`config.mk`:
```
export PLATFORM = sky130hd
export DESIGN_NAME = tsr_top
export DESIGN_NICKNAME = d
export VERILOG_FILES = /design/src/pkg/tsr_pkg.sv /design/src/design/tsr_top.sv /design/src/design/tsr_serial_port.sv
export SDC_FILE = /design/constraint.sdc
export NUM_CORES = 1
export LEC_CHECK = 0
export ABC_AREA = 1
export CAP_MARGIN = 10
export CORE_ASPECT_RATIO = 0.6
export CORE_MARGIN = 4
export CORE_UTILIZATION = 50
export DETAILED_ROUTE_END_ITERATION = 8
export DONT_BUFFER_PORTS = 1
export PLACE_DENSITY = 0.65
export SYNTH_ARGS = -nofsm -noshare
export SYNTH_HDL_FRONTEND = slang
export SYNTH_SLANG_ARGS = --single-unit
export TNS_END_PERCENT = 100
```
`constraint.sdc`:
```
create_clock -name clock -period 2.4 [get_ports clock]
set_clock_uncertainty 0.15 [all_clocks]
set_input_delay 0.36 -clock clock [delete_from_list [all_inputs] [get_ports clock]]
set_output_delay 0.36 -clock clock [all_outputs]
set_load 0.005 [all_outputs]
```
`src/pkg/tsr_pkg.sv`:
```
/*
  Package for the temperature sensor serial readout block: field layout,
  control word bits, frame length and conversion timing constants.
  Assumes a 50 MHz system clock.
*/
package tsr_pkg;

  // ---------------------------------------------------------------------
  // Clock and timing
  // ---------------------------------------------------------------------
  localparam int unsigned CLK_HZ = 50000000;
  localparam int unsigned CONV_PERIOD_MS = 1500;  // 1.5 second period
  localparam int unsigned CONV_TIME_US = 1200;    // 1.2 ms conversion
  localparam int unsigned CONV_PERIOD_CYC = (CLK_HZ / 1000) * CONV_PERIOD_MS;
  localparam int unsigned CONV_TIME_CYC = (CLK_HZ / 1000000) * CONV_TIME_US;

  // ---------------------------------------------------------------------
  // Result and frame layout
  // ---------------------------------------------------------------------
  localparam int unsigned RESULT_W = 14;
  localparam int unsigned SIGN_BIT_POSITION = 13;
  localparam int unsigned FRAME_BITS = 16;
  localparam int unsigned LEAD_ZEROS = 2;
  localparam int unsigned CTRL_W = 16;
  localparam int unsigned CTRL_SHUTDOWN_BIT = 13;  // Third bit sent, MSB first
  localparam logic [RESULT_W-1:0] RESULT_RESET = 14'h0000;
  localparam logic [CTRL_W-1:0] CTRL_RESET = 16'h0000;

  typedef logic [RESULT_W-1:0] tsr_result_t;

  // Synchronised serial pins
  typedef struct packed {
    logic cs_n;
    logic sclk;
    logic din;
  } tsr_pins_s;

  // Events from the serial port to the conversion engine
  typedef struct packed {
    logic first_fall;     // First falling edge of an access
    logic access_end;     // Chip select rose after an access
    logic ctrl_load;      // 16th rising edge: control word taken
    logic [CTRL_W-1:0] ctrl_word;
  } tsr_port_ev_s;

  typedef enum logic [1:0] {
    TSR_IDLE = 2'b00,
    TSR_CONV = 2'b01,
    TSR_SHDN = 2'b10
  } tsr_conv_e;

endpackage

```
`src/design/tsr_top.sv`:
```
/*
  Digital side of a temperature sensor: conversion scheduler, buffer and
  result registers, shutdown control and the serial slave port.
  Assumes the analog converter answers a power-up request with a result
  presented alongside a done pulse; pins arrive asynchronously.
*/
`timescale 1ns/1ps
// Function
// - In normal mode start a conversion every 1.5 s timer expiry.
// - Conversion powers analog up, result after 1.2 ms, then powers down.
// - Serial port always active; latest result always readable.
// - Shutdown stops oscillator; no new conversions until cleared.
// - All-zero control word leaves shutdown and starts a conversion at once.
// - In shutdown the last completed result is still read.
// - In normal mode every access restarts the periodic timer.
// - Results go to a buffer, copied to result at first falling edge.
// - Serial traffic never aborts a running conversion.
// - Conversion ending after first falling edge stays in buffer.
// - Access end in normal mode starts a conversion unless one is running.
// - Result register is 14-bit read-only two's complement, top bit sign.
// - Read frame is 16 clocks: two zeros then 14 result bits.
// - Result shifted out MSB first, sign bit first after zeros.
// - Clock ignored while chip select high; frames repeat while low.
// - Output changes on falling edges; three-state when chip select high.
// - Write shares the read frame; input sampled on rising edges.
// - Control word loads on 16th rising edge and applies immediately.
// - Chip select rising before 16th edge discards the control word.
module tsr_top
  import tsr_pkg::*;
#(
  parameter int unsigned PERIOD_CYC = CONV_PERIOD_CYC,
  parameter int unsigned CONVTIME_CYC = CONV_TIME_CYC
) (
  input wire logic clock,
  input wire logic rst_n,
  input wire logic cs_n,
  input wire logic sclk,
  input wire logic din,
  output logic dout_o,
  output logic dout_oe,
  output logic analog_pwr,
  output logic osc_run,
  input wire logic conv_done,
  input tsr_result_t conv_data,
  output tsr_result_t temperature_result,
  output logic shutdown
);

  // -----------------------------------------------------------------------
  // Pin synchronisers
  // -----------------------------------------------------------------------
  tsr_pins_s meta_q, pins_q;

  always_ff @(posedge clock or negedge rst_n) begin
    if (!rst_n) begin
      meta_q <= '{cs_n: 1'b1, sclk: 1'b1, din: 1'b0};
      pins_q <= '{cs_n: 1'b1, sclk: 1'b1, din: 1'b0};
    end else begin
      meta_q <= '{cs_n: cs_n, sclk: sclk, din: din};
      pins_q <= meta_q;
    end
  end

  // -----------------------------------------------------------------------
  // Serial port
  // -----------------------------------------------------------------------
  tsr_port_ev_s ev;

  tsr_serial_port u_port (
    .clock(clock),
    .rst_n(rst_n),
    .pins(pins_q),
    .result(temperature_result),
    .dout_o(dout_o),
    .dout_oe(dout_oe),
    .ev(ev)
  );

  // -----------------------------------------------------------------------
  // Conversion engine state
  // -----------------------------------------------------------------------
  typedef struct packed {
    tsr_conv_e st;
    logic shut;
    logic start_pend;           // Conversion requested, not yet started
    logic [31:0] period_cnt;
    logic [31:0] conv_cnt;
    tsr_result_t buffer;
    logic buf_new;              // Buffer holds a result not yet copied
    tsr_result_t result;
  } tsr_core_s;

  tsr_core_s c_q, c_d;

  // -----------------------------------------------------------------------
  // Next state
  // -----------------------------------------------------------------------
  always_comb begin
    logic done;
    logic running;
    c_d = c_q;
    running = (c_q.st == TSR_CONV);
    done = running & (conv_done | (c_q.conv_cnt == 32'(CONVTIME_CYC - 1)));

    // Conversion timing runs untouched by serial traffic
    if (running) begin
      c_d.conv_cnt = c_q.conv_cnt + 32'h1;
    end
    if (done) begin
      c_d.buffer = conv_data;
      c_d.buf_new = 1'b1;
      c_d.st = c_q.shut ? TSR_SHDN : TSR_IDLE;
      c_d.conv_cnt = '0;
    end

    // Copy buffer into result only at first falling edge of an access
    if (ev.first_fall) begin
      if (done) begin
        c_d.result = c_q.buf_new ? c_q.buffer : c_q.result;
      end else if (c_q.buf_new) begin
        c_d.result = c_q.buffer;
        c_d.buf_new = 1'b0;
      end
    end

    // Periodic timer in normal mode
    if (!c_q.shut) begin
      if (c_q.period_cnt == 32'(PERIOD_CYC - 1)) begin
        c_d.period_cnt = '0;
        c_d.start_pend = 1'b1;
      end else begin
        c_d.period_cnt = c_q.period_cnt + 32'h1;
      end
    end

    // Access end in normal mode restarts the timer and, unless converting, asks for a conversion
    if (ev.access_end && !c_q.shut) begin
      c_d.period_cnt = '0;
      if (!running) begin
        c_d.start_pend = 1'b1;
      end
    end

    // Control word applies at the 16th rising edge
    if (ev.ctrl_load) begin
      if (ev.ctrl_word[CTRL_SHUTDOWN_BIT]) begin
        c_d.shut = 1'b1;
        c_d.start_pend = 1'b0;
        c_d.period_cnt = '0;
      end else if (ev.ctrl_word == CTRL_RESET && c_q.shut) begin
        c_d.shut = 1'b0;
        c_d.period_cnt = '0;
        c_d.start_pend = 1'b1;
      end
    end

    // Launch a pending conversion when the converter is free
    if (c_d.start_pend && !c_d.shut && c_d.st != TSR_CONV) begin
      c_d.st = TSR_CONV;
      c_d.start_pend = 1'b0;
      c_d.conv_cnt = '0;
    end else if (c_d.shut && c_d.st == TSR_IDLE) begin
      c_d.st = TSR_SHDN;
    end else if (!c_d.shut && c_d.st == TSR_SHDN) begin
      c_d.st = TSR_IDLE;
    end

    case (c_d.st)
      TSR_IDLE, TSR_CONV, TSR_SHDN: ;
      default: c_d.st = TSR_IDLE;
    endcase
    // Pending start request cleared when an access ends during a conversion
    if (running && c_d.st == TSR_CONV && ev.access_end) begin
      c_d.start_pend = 1'b0;
    end
  end

  // -----------------------------------------------------------------------
  // Registers
  // -----------------------------------------------------------------------
  always_ff @(posedge clock or negedge rst_n) begin
    if (!rst_n) begin
      c_q <= '0;
      c_q.st <= TSR_IDLE;
      c_q.shut <= 1'b0;
      c_q.start_pend <= 1'b1;
      c_q.buffer <= RESULT_RESET;
      c_q.result <= RESULT_RESET;
    end else begin
      c_q <= c_d;
    end
  end

  // -----------------------------------------------------------------------
  // Outputs
  // -----------------------------------------------------------------------
  assign temperature_result = c_q.result;
  assign analog_pwr = (c_q.st == TSR_CONV);
  assign osc_run = ~c_q.shut;
  assign shutdown = c_q.shut;

endmodule

```
`src/design/tsr_serial_port.sv`:
```
/*
  Serial slave port: samples the synchronised chip select, serial clock and
  data input, shifts the frame out and the control word in.
  Assumes pins already pass through a two flip-flop synchroniser upstream.
*/
`timescale 1ns/1ps
module tsr_serial_port
  import tsr_pkg::*;
(
  input wire logic clock,
  input wire logic rst_n,
  input tsr_pins_s pins,
  input tsr_result_t result,
  output logic dout_o,
  output logic dout_oe,
  output tsr_port_ev_s ev
);

  // -----------------------------------------------------------------------
  // State
  // -----------------------------------------------------------------------
  typedef struct packed {
    logic sclk_prev;
    logic active;        // Access in progress since chip select fell
    logic seen_fall;     // First falling edge of this access passed
    logic [3:0] fall_cnt;
    logic [4:0] rise_cnt;
    logic [CTRL_W-1:0] shift_in;
    logic [FRAME_BITS-1:0] shift_out;
    logic dout;
    tsr_port_ev_s ev;
  } tsr_port_s;

  tsr_port_s s_q, s_d;

  // Frame image: leading zeros then the result, MSB first
  function automatic logic [FRAME_BITS-1:0] frame_of(input tsr_result_t r);
    frame_of = {{LEAD_ZEROS{1'b0}}, r};
  endfunction

  // -----------------------------------------------------------------------
  // Next state
  // -----------------------------------------------------------------------
  always_comb begin
    logic rise;
    logic fall;
    logic [FRAME_BITS-1:0] image;
    rise = pins.sclk & ~s_q.sclk_prev & ~pins.cs_n;
    fall = ~pins.sclk & s_q.sclk_prev & ~pins.cs_n;
    image = frame_of(result);
    s_d = s_q;
    s_d.ev.first_fall = 1'b0;
    s_d.ev.access_end = 1'b0;
    s_d.ev.ctrl_load = 1'b0;
    s_d.sclk_prev = pins.sclk;
    if (pins.cs_n) begin
      if (s_q.active) begin
        s_d.ev.access_end = 1'b1;
      end
      s_d.active = 1'b0;
      s_d.seen_fall = 1'b0;
      s_d.fall_cnt = 4'h0;
      s_d.rise_cnt = 5'h00;
      s_d.dout = 1'b0;
    end else begin
      s_d.active = 1'b1;
      if (fall) begin
        // The first falling edge loads the result; wrap repeats frame
        if (!s_q.seen_fall) begin
          s_d.ev.first_fall = 1'b1;
          s_d.seen_fall = 1'b1;
        end
        // Result taken at the second fall, after the first-fall copy landed
        if (s_q.fall_cnt == 4'h0) begin
          s_d.dout = 1'b0;
        end else if (s_q.fall_cnt == 4'h1) begin
          s_d.shift_out = {image[FRAME_BITS-1-LEAD_ZEROS:0], {LEAD_ZEROS{1'b0}}};
          s_d.dout = 1'b0;
        end else begin
          s_d.dout = s_q.shift_out[FRAME_BITS-1];
          s_d.shift_out = {s_q.shift_out[FRAME_BITS-2:0], 1'b0};
        end
        s_d.fall_cnt = s_q.fall_cnt + 4'h1;
      end
      if (rise) begin
        s_d.shift_in = {s_q.shift_in[CTRL_W-2:0], pins.din};
        if (s_q.rise_cnt == 5'(FRAME_BITS - 1)) begin
          s_d.ev.ctrl_load = 1'b1;
          s_d.ev.ctrl_word = {s_q.shift_in[CTRL_W-2:0], pins.din};
          s_d.rise_cnt = 5'h00;
        end else begin
          s_d.rise_cnt = s_q.rise_cnt + 5'h01;
        end
      end
    end
  end

  // -----------------------------------------------------------------------
  // Registers
  // -----------------------------------------------------------------------
  always_ff @(posedge clock or negedge rst_n) begin
    if (!rst_n) begin
      s_q <= '0;
      s_q.sclk_prev <= 1'b1;
    end else begin
      s_q <= s_d;
    end
  end

  // Output drives only while selected, three-state otherwise
  assign dout_o = s_q.dout;
  assign dout_oe = s_q.active & ~pins.cs_n;
  assign ev = s_q.ev;

endmodule

```
==> results of run 1 <==
-- synth_stat cells --
cell and number:
nand2_1 304, nor2_1 186, dfrtp_1 158, inv_1 116, nand3_1 104, a21oi_1 78, o21ai_0 56, nor3_1 25
xor2_1 18, clkbuf_1 17, buf_4 14, nand4_1 14, buf_2 11, xnor2_1 8, dfstp_2 6, ha_1 6
inv_2 5, nor2_4 4, nor4_1 4, buf_1 3, buf_6 3, o21ai_1 3, a211oi_1 2, nand2_2 2
nand3_2 2, nor2_2 2, a211oi_2 1, a21o_1 1, a21oi_2 1, a32o_1 1, and3_1 1, nand3b_1 1
nor3_2 1, nor3_4 1, o211ai_1 1, o31ai_1 1, o32ai_1 1, or2_1 1, or2_2 1
-- cells by family after synthesis --
| logic type | Yosys count |
|---|---|
| adder cells (fa/ha/maj) | 6 |
| buffers and inverters | 169 |
| AND/OR/NAND/NOR | 653 |
| flip-flops | 164 |
| XOR/XNOR | 26 |
| AO/OA/AOI/OAI | 146 |
-- layer usage --
layer / track usage, % / share of wire (%)
met4: 4.69 / 0.96
met5: 0 / 0
met2: 29.2 / 38
met1: 37.3 / 54
met3: 5.81 / 6.8
-- cell type report --
type / instances / share of cell area, %
tap: 228 / 2.97
timing repair buffer: 38 / 3.58
sequential: 164 / 42.8
inverter: 121 / 4.73
multi-input combinational: 831 / 39.7
clock buffer: 21 / 5.01
clock inverter: 11 / 1.19
-- final timing paths --
path,start,end,slack [ps],cells past startpoint
worst max register to register,c_q[29],c_q[59],230,11
worst min register to register,meta_q[1],pins_q[1],210,0
worst min-delay path,rst_n,u_port.s_q[49],-530,0
min in group clock,conv_done,c_q[95],210,4
max in group asynchronous,rst_n,meta_q[2],2390,0
worst max-delay path,c_q[29],c_q[59],230,11
-- sequential cells by signal (all words and copies together) (netlist names) --
signal and count:
pins_q 3, c_q 82, temperature_result 14, meta_q 3, u_port.s_q 41, u_port.ev 19
u_port.dout_o 1, shutdown 1
-- critical path, stage by stage, from the launching register on --
cell	delay, ps
dfrtp_1	430
ha_1	290
inv_1	90
nor2_2	210
inv_1	70
nor2_2	210
nand4_1	200
nor2_2	170
nand2_1	70
nand2_1	70
nand3_1	60
nand2_1	80
-- metrics by stage --
stage                     cell area, µm²  power [W]  cells  utilization (%)
after floorplan                     8640    0.00417   1164                -
after global placement              8830    0.00426   1365             53.3
after detailed placement            8830    0.00430   1365             53.3
after CTS                           9590    0.00707   1414             57.9
after global routing                9600    0.00736   1414             57.9
final                               9600    0.00702   1414             57.9
-- power by group through the flow --
| stage | Combinational (W) | Clock, W | Sequential [W] |
|---|---|---|---|
| 2_1_floorplan | 0.000778 | 0 | 0.00340 |
| 3_3_place_gp | 0.000749 | 0 | 0.00352 |
| 3_5_place_dp | 0.000774 | 0 | 0.00352 |
| 4_1_cts | 0.000801 | 0.00279 | 0.00348 |
| 5_1_grt | 0.000919 | 0.00291 | 0.00353 |
| 6_report | 0.000800 | 0.00275 | 0.00348 |
-- repair_timing --
action                                 4_1_cts  5_1_grt
endpoints found under the hold margin      181      164
setup buffers                                0        0
gates resized for setup                      0        2
setup endpoints to repair                    0        6
==> flow_results.org, run 1 <==
** Pwr
- Of the total power, the share spent switching nets is 28.7%.
- Maximum ir drop on the vdd rail :: 0.000552 V
- Per report_power, the clock group accounts for 39.1% of the total.
- The share of total power dissipated in sequential elements is 49.5%.
- Internal portion of total power :: approximately 0.005 W
- Fraction of power consumed by combinational cells :: 11.4%
- Net switching power of the design :: 0.00201 W
- Power spread over the standard cell area amounts to 732 nW/µm².
- For this design the static power due to leakage is 4.46 nW.

** Die
- I/O pin total :: 39
- From bottom edge to top edge, the die measures about 110 µm.
- For this configuration, the core starts out at a cell density of 52.1%.
- The core region is 16600 µm².
- The die is 178 µm wide.
- The die covers slightly below 20000 µm².
- Row generation in the floorplan step produced 36 rows.

** Detailed routing
- Residual DRC count :: 0
- Dividing the detail-routed wire length by the instance count gives 14.7 µm.
- Initial DRT Pass Iterations :: 5
- Post-DRT Antenna Nets :: 0
- In this run, the number of DRC markers left after iteration 0 of detailed routing was approximately 810.
- Via total after detailed routing :: 7436
- Using the TritonRoute via totals, the vias-per-cell ratio works out to 5.26.
- Sum of routed wire length over all layers :: 20800 µm

** Placement
- After legalization and detailed placement, the total HPWL measured around 14000 µm.
- At the end of routability-driven placement, the weighted congestion stood at 0.951.
- Port buffer count :: 0
- Prior to clock tree synthesis, the placed netlist has a worst setup slack of 243 ps.

** Min path
- The worst hold path belongs to the class primary input to async pin.

** Logic synthesis
- After synthesis, the largest family of logic cells by area is simple AND/OR/NAND/NOR gates.
- Of the post-synthesis cell area, the dominant cell type holds between 40% and 50%.
- Summing the areas of all fa, ha and maj instances in the mapped netlist gives 0.869% of the synthesized area.
- Summing the areas of all xor and xnor instances in the mapped netlist gives ~2.6% of the synthesized area.
- Of the total synthesized cell area, the portion taken by AND, OR, NAND and NOR gates is 31.7%.
- Multiplexer area fraction after synthesis :: 0%
- Synthesized flop and latch total :: 164
- Share of the yosys chip area belonging to registers :: a little under half
- Netlist area before placement :: 8640 µm²
- The number of nets handed over by synthesis was 1190.
- Cell count after synthesis :: 1164
- The netlist uses 39 different library cells.
- Summing the areas of all compound-gate instances in the mapped netlist gives 8.83% of the synthesized area.
- Cell accounting for the most synthesized area :: dfrtp_1
- Yosys warnings :: 0
- Per-instance average area after synthesis :: 7.42 µm²
- After synthesis, the cell types taking the most area are dfrtp_1 46%, nand2_1 13%, nor2_1 8.1%.

** Worst setup path
- STA puts the critical path data arrival time at 2400 ps.
- Maximum fanout along the worst path :: 6
- The critical path is of the flop to flop type.
- Kind of capture point of the worst setup path :: flop
- The worst setup path is launched from a flop.
- STA puts the critical path data required time at around 2600 ps.

** Clock network
- Clock latency on the worst-skew pair, taken at its later pin, is roughly 440 ps.
- Cell chosen for the clock root :: clkbuf_16
- TritonCTS built the clock tree.
- CTS Hold Buffers Added :: 17
- CTS sink cnt :: 164
- CTS built an H-tree with a depth of 4.
- Clock slew at the register clock pins of the worst setup and hold paths :: 70 ps
- Counting the buffers created by CTS gives 17.
- Counting along the longest clock path gives a buffer depth of 2.

** STA
- Worst-Margin Slew :: 851 ps
- Count of final hold-check violations :: 164
- Final Hold Slack :: -530 ps
- Shortest clock period the worst path allows after layout :: 2170 ps
- Setup-violating endpoint count in the final report :: 0
- Setup repair after global routing left no endpoint under its margin.
- The number of pins exceeding their max-slew limit in the final report was 0.
- Timing would allow up to 460 MHz.
- Tightest slew margin relative to the limit :: a little over two fifths
- Final clock period utilization by the worst path :: 90.5%
- Setup slack closes at 228 ps.
- Summed over all failing endpoints, the final setup total negative slack is 0 ps.

** Finish
- In the layout the commonest cells are 304 x nand2_1, 185 x nor2_1, 158 x dfrtp_1.
- Relative to the synthesized area, the layout overhead comes to 11.1%.
- Share of cells above drive strength 1 :: between 6 and 7%
- Leaving out fill and tap cells, the most frequent cell in the layout is nand2_1.
- Across the whole layout, storage elements account for ~4100 µm².
- The repair_antennas step left the layout with diodes totalling 0.
- Net count reported at finish :: 1199
- The multi-input combinational cells in the finished layout cover a total of approximately 3800 µm².
- # fillers :: 1571

** Global routing
- Initial antenna violation count :: 0
- Via count of the first global-routing pass :: 6636
- Entering global routing, the biggest net connects 165 pins.
- In the global route stage, overall resource usage came out at between 20% and 30%.
- The first global-routing pass estimated 34900 µm of wire.
- GRT overflow :: 0

** Status
- The checks that failed: hold timing.
- The run finished, with violations left.

** Job
- Max_cap viols :: 0
Note: power is estimated with default switching activity, not from simulation.
==> run 2: changes to the inputs <==
- ABC_AREA: 1 -> 0
==> flow_results.org, run 2 <==
** Global routing
- The number of global-route vias before repair came to 5417 (was 6636).
- Total Routing Usage GR :: 20.4% (was 22.6%)
- The first-pass GRT wire length came to 28200 µm (was 34900 µm).
- The largest net degree at the start of global routing was 165 (unchanged).
- GRT overflow :: 0 (unchanged)
- The number of antenna violations at the first check in global routing is 0 (unchanged).

** STA
- The measured slew at the worst slew-check pin came to 984 ps (was 851 ps).
- Tightest slew margin relative to the limit :: 34.1% (was 43.1%)
- Max Transition Viols Final :: 0 (unchanged)
- The final number of hold-violating endpoints came to 164 (unchanged).
- Setup-violating endpoint count in the final report :: 73 (was 0)
- The final critical path time including I/O delays and setup is 2750 ps (was 2170 ps).
- Unrepaired setup endpoints after global routing: true (was false).
- Final clock period utilization by the worst path :: 115% (was 90.5%)
- Final Hold Slack :: -529 ps (was -530 ps)
- The timing-limited maximum frequency came to 364 MHz (was 460 MHz).
- The final setup slack of the worst path is -349 ps (was 228 ps).

** Finish
- The antenna cell count came to 0 (unchanged).
- Area Growth Syn to Fin :: 24.5% (was 11.1%)
- The most common cell after layout, fill and taps aside was dfrtp_1 (was nand2_1).
- Register with the highest flop count :: c_q (unchanged)
- Commonest cells after routing, fill and taps aside: 157 x dfrtp_1, 60 x buf_4, 59 x nor2_1 (was 304 x nand2_1, 185 x nor2_1, 158 x dfrtp_1).
- The final design utilization is 64.0% (was 57.9%).
- The number of flip-flops under the largest register name was 82 (unchanged).
- Net count reported at finish :: 784 (was 1199)
- The share of cells above drive strength 1 was 28.7% (was 6.75%).

** Logic synthesis
- Most instantiated cells after synthesis :: 158 x dfrtp_1, 73 x nor2_1, 59 x mux2_2, 55 x nand2_1, 37 x xor2_1 (was 304 x nand2_1, 186 x nor2_1, 158 x dfrtp_1, 116 x inv_1, 104 x nand3_1)
- Number of flops mapped to enable cells by yosys :: 0 (unchanged)
- Cell types occupying the most area after synthesis :: dfrtp_1 53%, mux2_2 8.9%, xor2_1 4.3% (was dfrtp_1 46%, nand2_1 13%, nor2_1 8.1%)
- The largest family of logic cells by synthesized area is simple AND/OR/NAND/NOR gates (unchanged).
- Cell accounting for the most synthesized area :: dfrtp_1 (unchanged)
- The synthesized-area fraction occupied by adder cells was 1.00% (was 0.869%).
- The share of the synthesized area in compound gates (AO/OA/AOI/OAI) is 5.25% (was 8.83%).
- The proportion of register bits with asynchronous set or reset after synthesis is 100% (unchanged).
- Yosys warnings :: 0 (unchanged)
- The post-synthesis simple-gate area fraction is 18.5% (was 31.7%).
- The xor-xnor portion of the synthesized cell area was 5.97% (was 2.64%).
- The portion of synthesized cell area occupied by the leading cell type is 52.9% (was 45.8%).
- The summed instance area of the synthesized netlist came to 7480 µm² (was 8640 µm²).
- Distinct cell type count of the synthesized netlist :: 50 (was 39)
- The net count after synthesis was 711 (was 1190).
- The dominant register cell in the synthesized netlist was dfrtp_1 (unchanged).
- Synthesized flop and latch total :: 164 (unchanged)
- The most frequent cell after synthesis is dfrtp_1 (was nand2_1).
- The average cell area after synthesis was 10.9 µm² (was 7.42 µm²).
- The number of instances in the synthesized netlist is 685 (was 1164).
- The sequential element share of the synthesized area is 55.0% (was 47.6%).
- Multiplexer area fraction after synthesis :: 10.8% (was 0%)

** Clock network
- CTS Hold Buffers Added :: 17 (unchanged)
- Clock slew at the register clock pins of the worst setup and hold paths :: 70 ps (about the same)
- The number of sinks driven by the clock tree is 164 (unchanged).
- CTS Buf Count :: 17 (unchanged)
- H-tree Lvls :: 4 (unchanged)
- The maximum root-to-sink buffer count was 2 (unchanged).
- TritonCTS clock tree :: done (unchanged)
- Clock latency at the later pin of the worst-skew pair :: 430 ps (was 440 ps)
- Cell chosen for the clock root :: clkbuf_16 (unchanged)

** Worst setup path
- The source of the critical timing path is c_q[77] (was c_q[29]).
- Category of cells accounting for the largest share of critical-path delay :: simple AND/OR/NAND/NOR gates (unchanged)
- Number of logic stages on the critical path including buffering :: 6 (was 11)
- The classification of the worst setup path is flop to flop (unchanged).
- The kind of start point of the critical path is a flop (unchanged).
- Worst Path Required :: 2590 ps (was 2620 ps)
- The data arrival time of the worst path was 2940 ps (was 2400 ps).
- The most numerous cell type found on the critical path is or4_4.
- CP max stage cell :: or4_4 (was dfrtp_1)
- The number of buffer and inverter instances along the worst setup path came to 0 (was 2).
- Crit path cell chain: or4_4 -> or4_4 -> o31ai_4 -> nand2_4 -> or4_4 -> a21oi_2 (was ha_1 -> inv_1 -> nor2_2 -> inv_1 -> nor2_2 -> nand4_1 -> nor2_2 -> nand2_1 -> nand2_1 -> nand3_1 -> nand2_1).
- Reg-to-reg startpoint :: c_q[77] (was c_q[29])
- The peak per-stage delay on the critical path is 540 ps (was 430 ps).
- The number of cells traversed by the worst register-to-register path is 6 (was 11).
- The biggest fanout along the worst timing path is 3 (was 6).
- The nature of the critical path endpoint is a flop (unchanged).

** Detailed routing
- Routed wirelength normalized by instance count :: 17.1 µm (was 14.7 µm)
- Residual DRC count :: 0 (unchanged)
- The number of vias after detailed routing came to 5414 (was 7436).
- Violation count after the first detailed-routing iteration :: 547 (was 805)
- Initial DRT Pass Iterations :: 5 (unchanged)
- Post-DRT Antenna Nets :: 0 (unchanged)
- The sum of routed wire length over all layers came to 16500 µm (was 20800 µm).
- Number of vias per cell after detailed routing :: 5.59 (was 5.26)

** Min path
- Worst hold-check path type :: primary input to async pin (unchanged)

** Die
- Die boundary height :: 103 µm (was 110 µm)
- Die Footprint :: 17000 µm² (was 19500 µm²)
- Area of the core :: 14500 µm² (was 16600 µm²)
- The x dimension of the die came to 166 µm (was 178 µm).
- I/O pin total :: 39 (unchanged)
- The initial cell density of the core came to 51.4% (was 52.1%).
- Site Rows :: 34 (was 36)

** Job
- The reported max-cap violation count was 0 (unchanged).

** Status
- Result of the run: finished, violations left (unchanged).
- Failing checks :: hold timing, setup timing (was hold timing)

** Placement
- The final weighted congestion in routability-driven placement was 0.862 (was 0.951).
- Port buffer count :: 0 (unchanged)
- The HPWL after detailed placement is 10600 µm (was 14400 µm).

** Pwr
- The leakage power figure is 4.13 nW (was 4.46 nW).
- The worst-case vdd ir drop is 0.000478 V (was 0.000552 V).
- Overall power :: 0.00686 W (was 0.00702 W)
- Pwr Density :: 737 nW/µm² (was 732 nW/µm²)
## run 2: cell type report
type / count / area, µm²
Sequential cell: 164 / 4110
Clock inverter: 14 / 163
Multi-Input combinational cell: 467 / 3420
Tap cell: 198 / 248
Fill cell: 1131 / 5230
Clock buffer: 18 / 439
Timing Repair Buffer: 91 / 868
Inverter: 17 / 63.8
## run 2: kinds of logic (layout without fill, tap and decap cells)
logic type,Yosys count,count (layout)
simple gates,271,271
xor+xnor,51,51
flops,164,164
mux,73,73
buf+inv,54,140
compound gates,66,66
fa+ha+maj,6,6
## run 2: path summary, 6_finish.rpt
check                                      end  slack [ps]
worst max-delay path                   c_q[60]        -350
worst min-delay path            u_port.s_q[36]        -530
worst max register to register         c_q[60]        -350
worst min register to register       pins_q[1]         210
max in group asynchronous              c_q[93]        2350
min in group clock                   pins_q[1]         210
## run 2: per-stage QoR
stage,area [µm²],cells,setup TNS [ps],hold slack [ps],setup slack (ps)
2_1_floorplan,7510,685,-8630,-85.6,-295
3_3_place_gp,8070,911,-11940,-80.1,-241
3_5_place_dp,8070,911,-12430,-81.2,-265
4_1_cts,9060,964,-11690,-540,-275
5_1_grt,9320,969,-19240,-555,-400
6_report,9320,969,-14520,-529,-349
## run 2: report_power, final
part / switching, W / internal [W]
logic: 0.000332 / 0.000464
clock network: 0.00127 / 0.00143
registers: 0.000270 / 0.00310
## run 2: timing repair
| action | 4_1_cts | 5_1_grt |
|---|---|---|
| endpoints found under the setup margin | 79 | 79 |
| buffers inserted | 2 | 4 |
| cloned | 2 | 1 |
| pin swaps | 17 | 23 |
| hold endpoints to repair | 181 | 164 |
| resized for setup | 42 | 48 |
## run 2: layer usage
layer / track usage, % / share of wire [%]
met1: 30.7 / 50
met3: 5.06 / 5.0
met5: 0 / 0
met4: 4.56 / 0.99
met2: 30.2 / 44
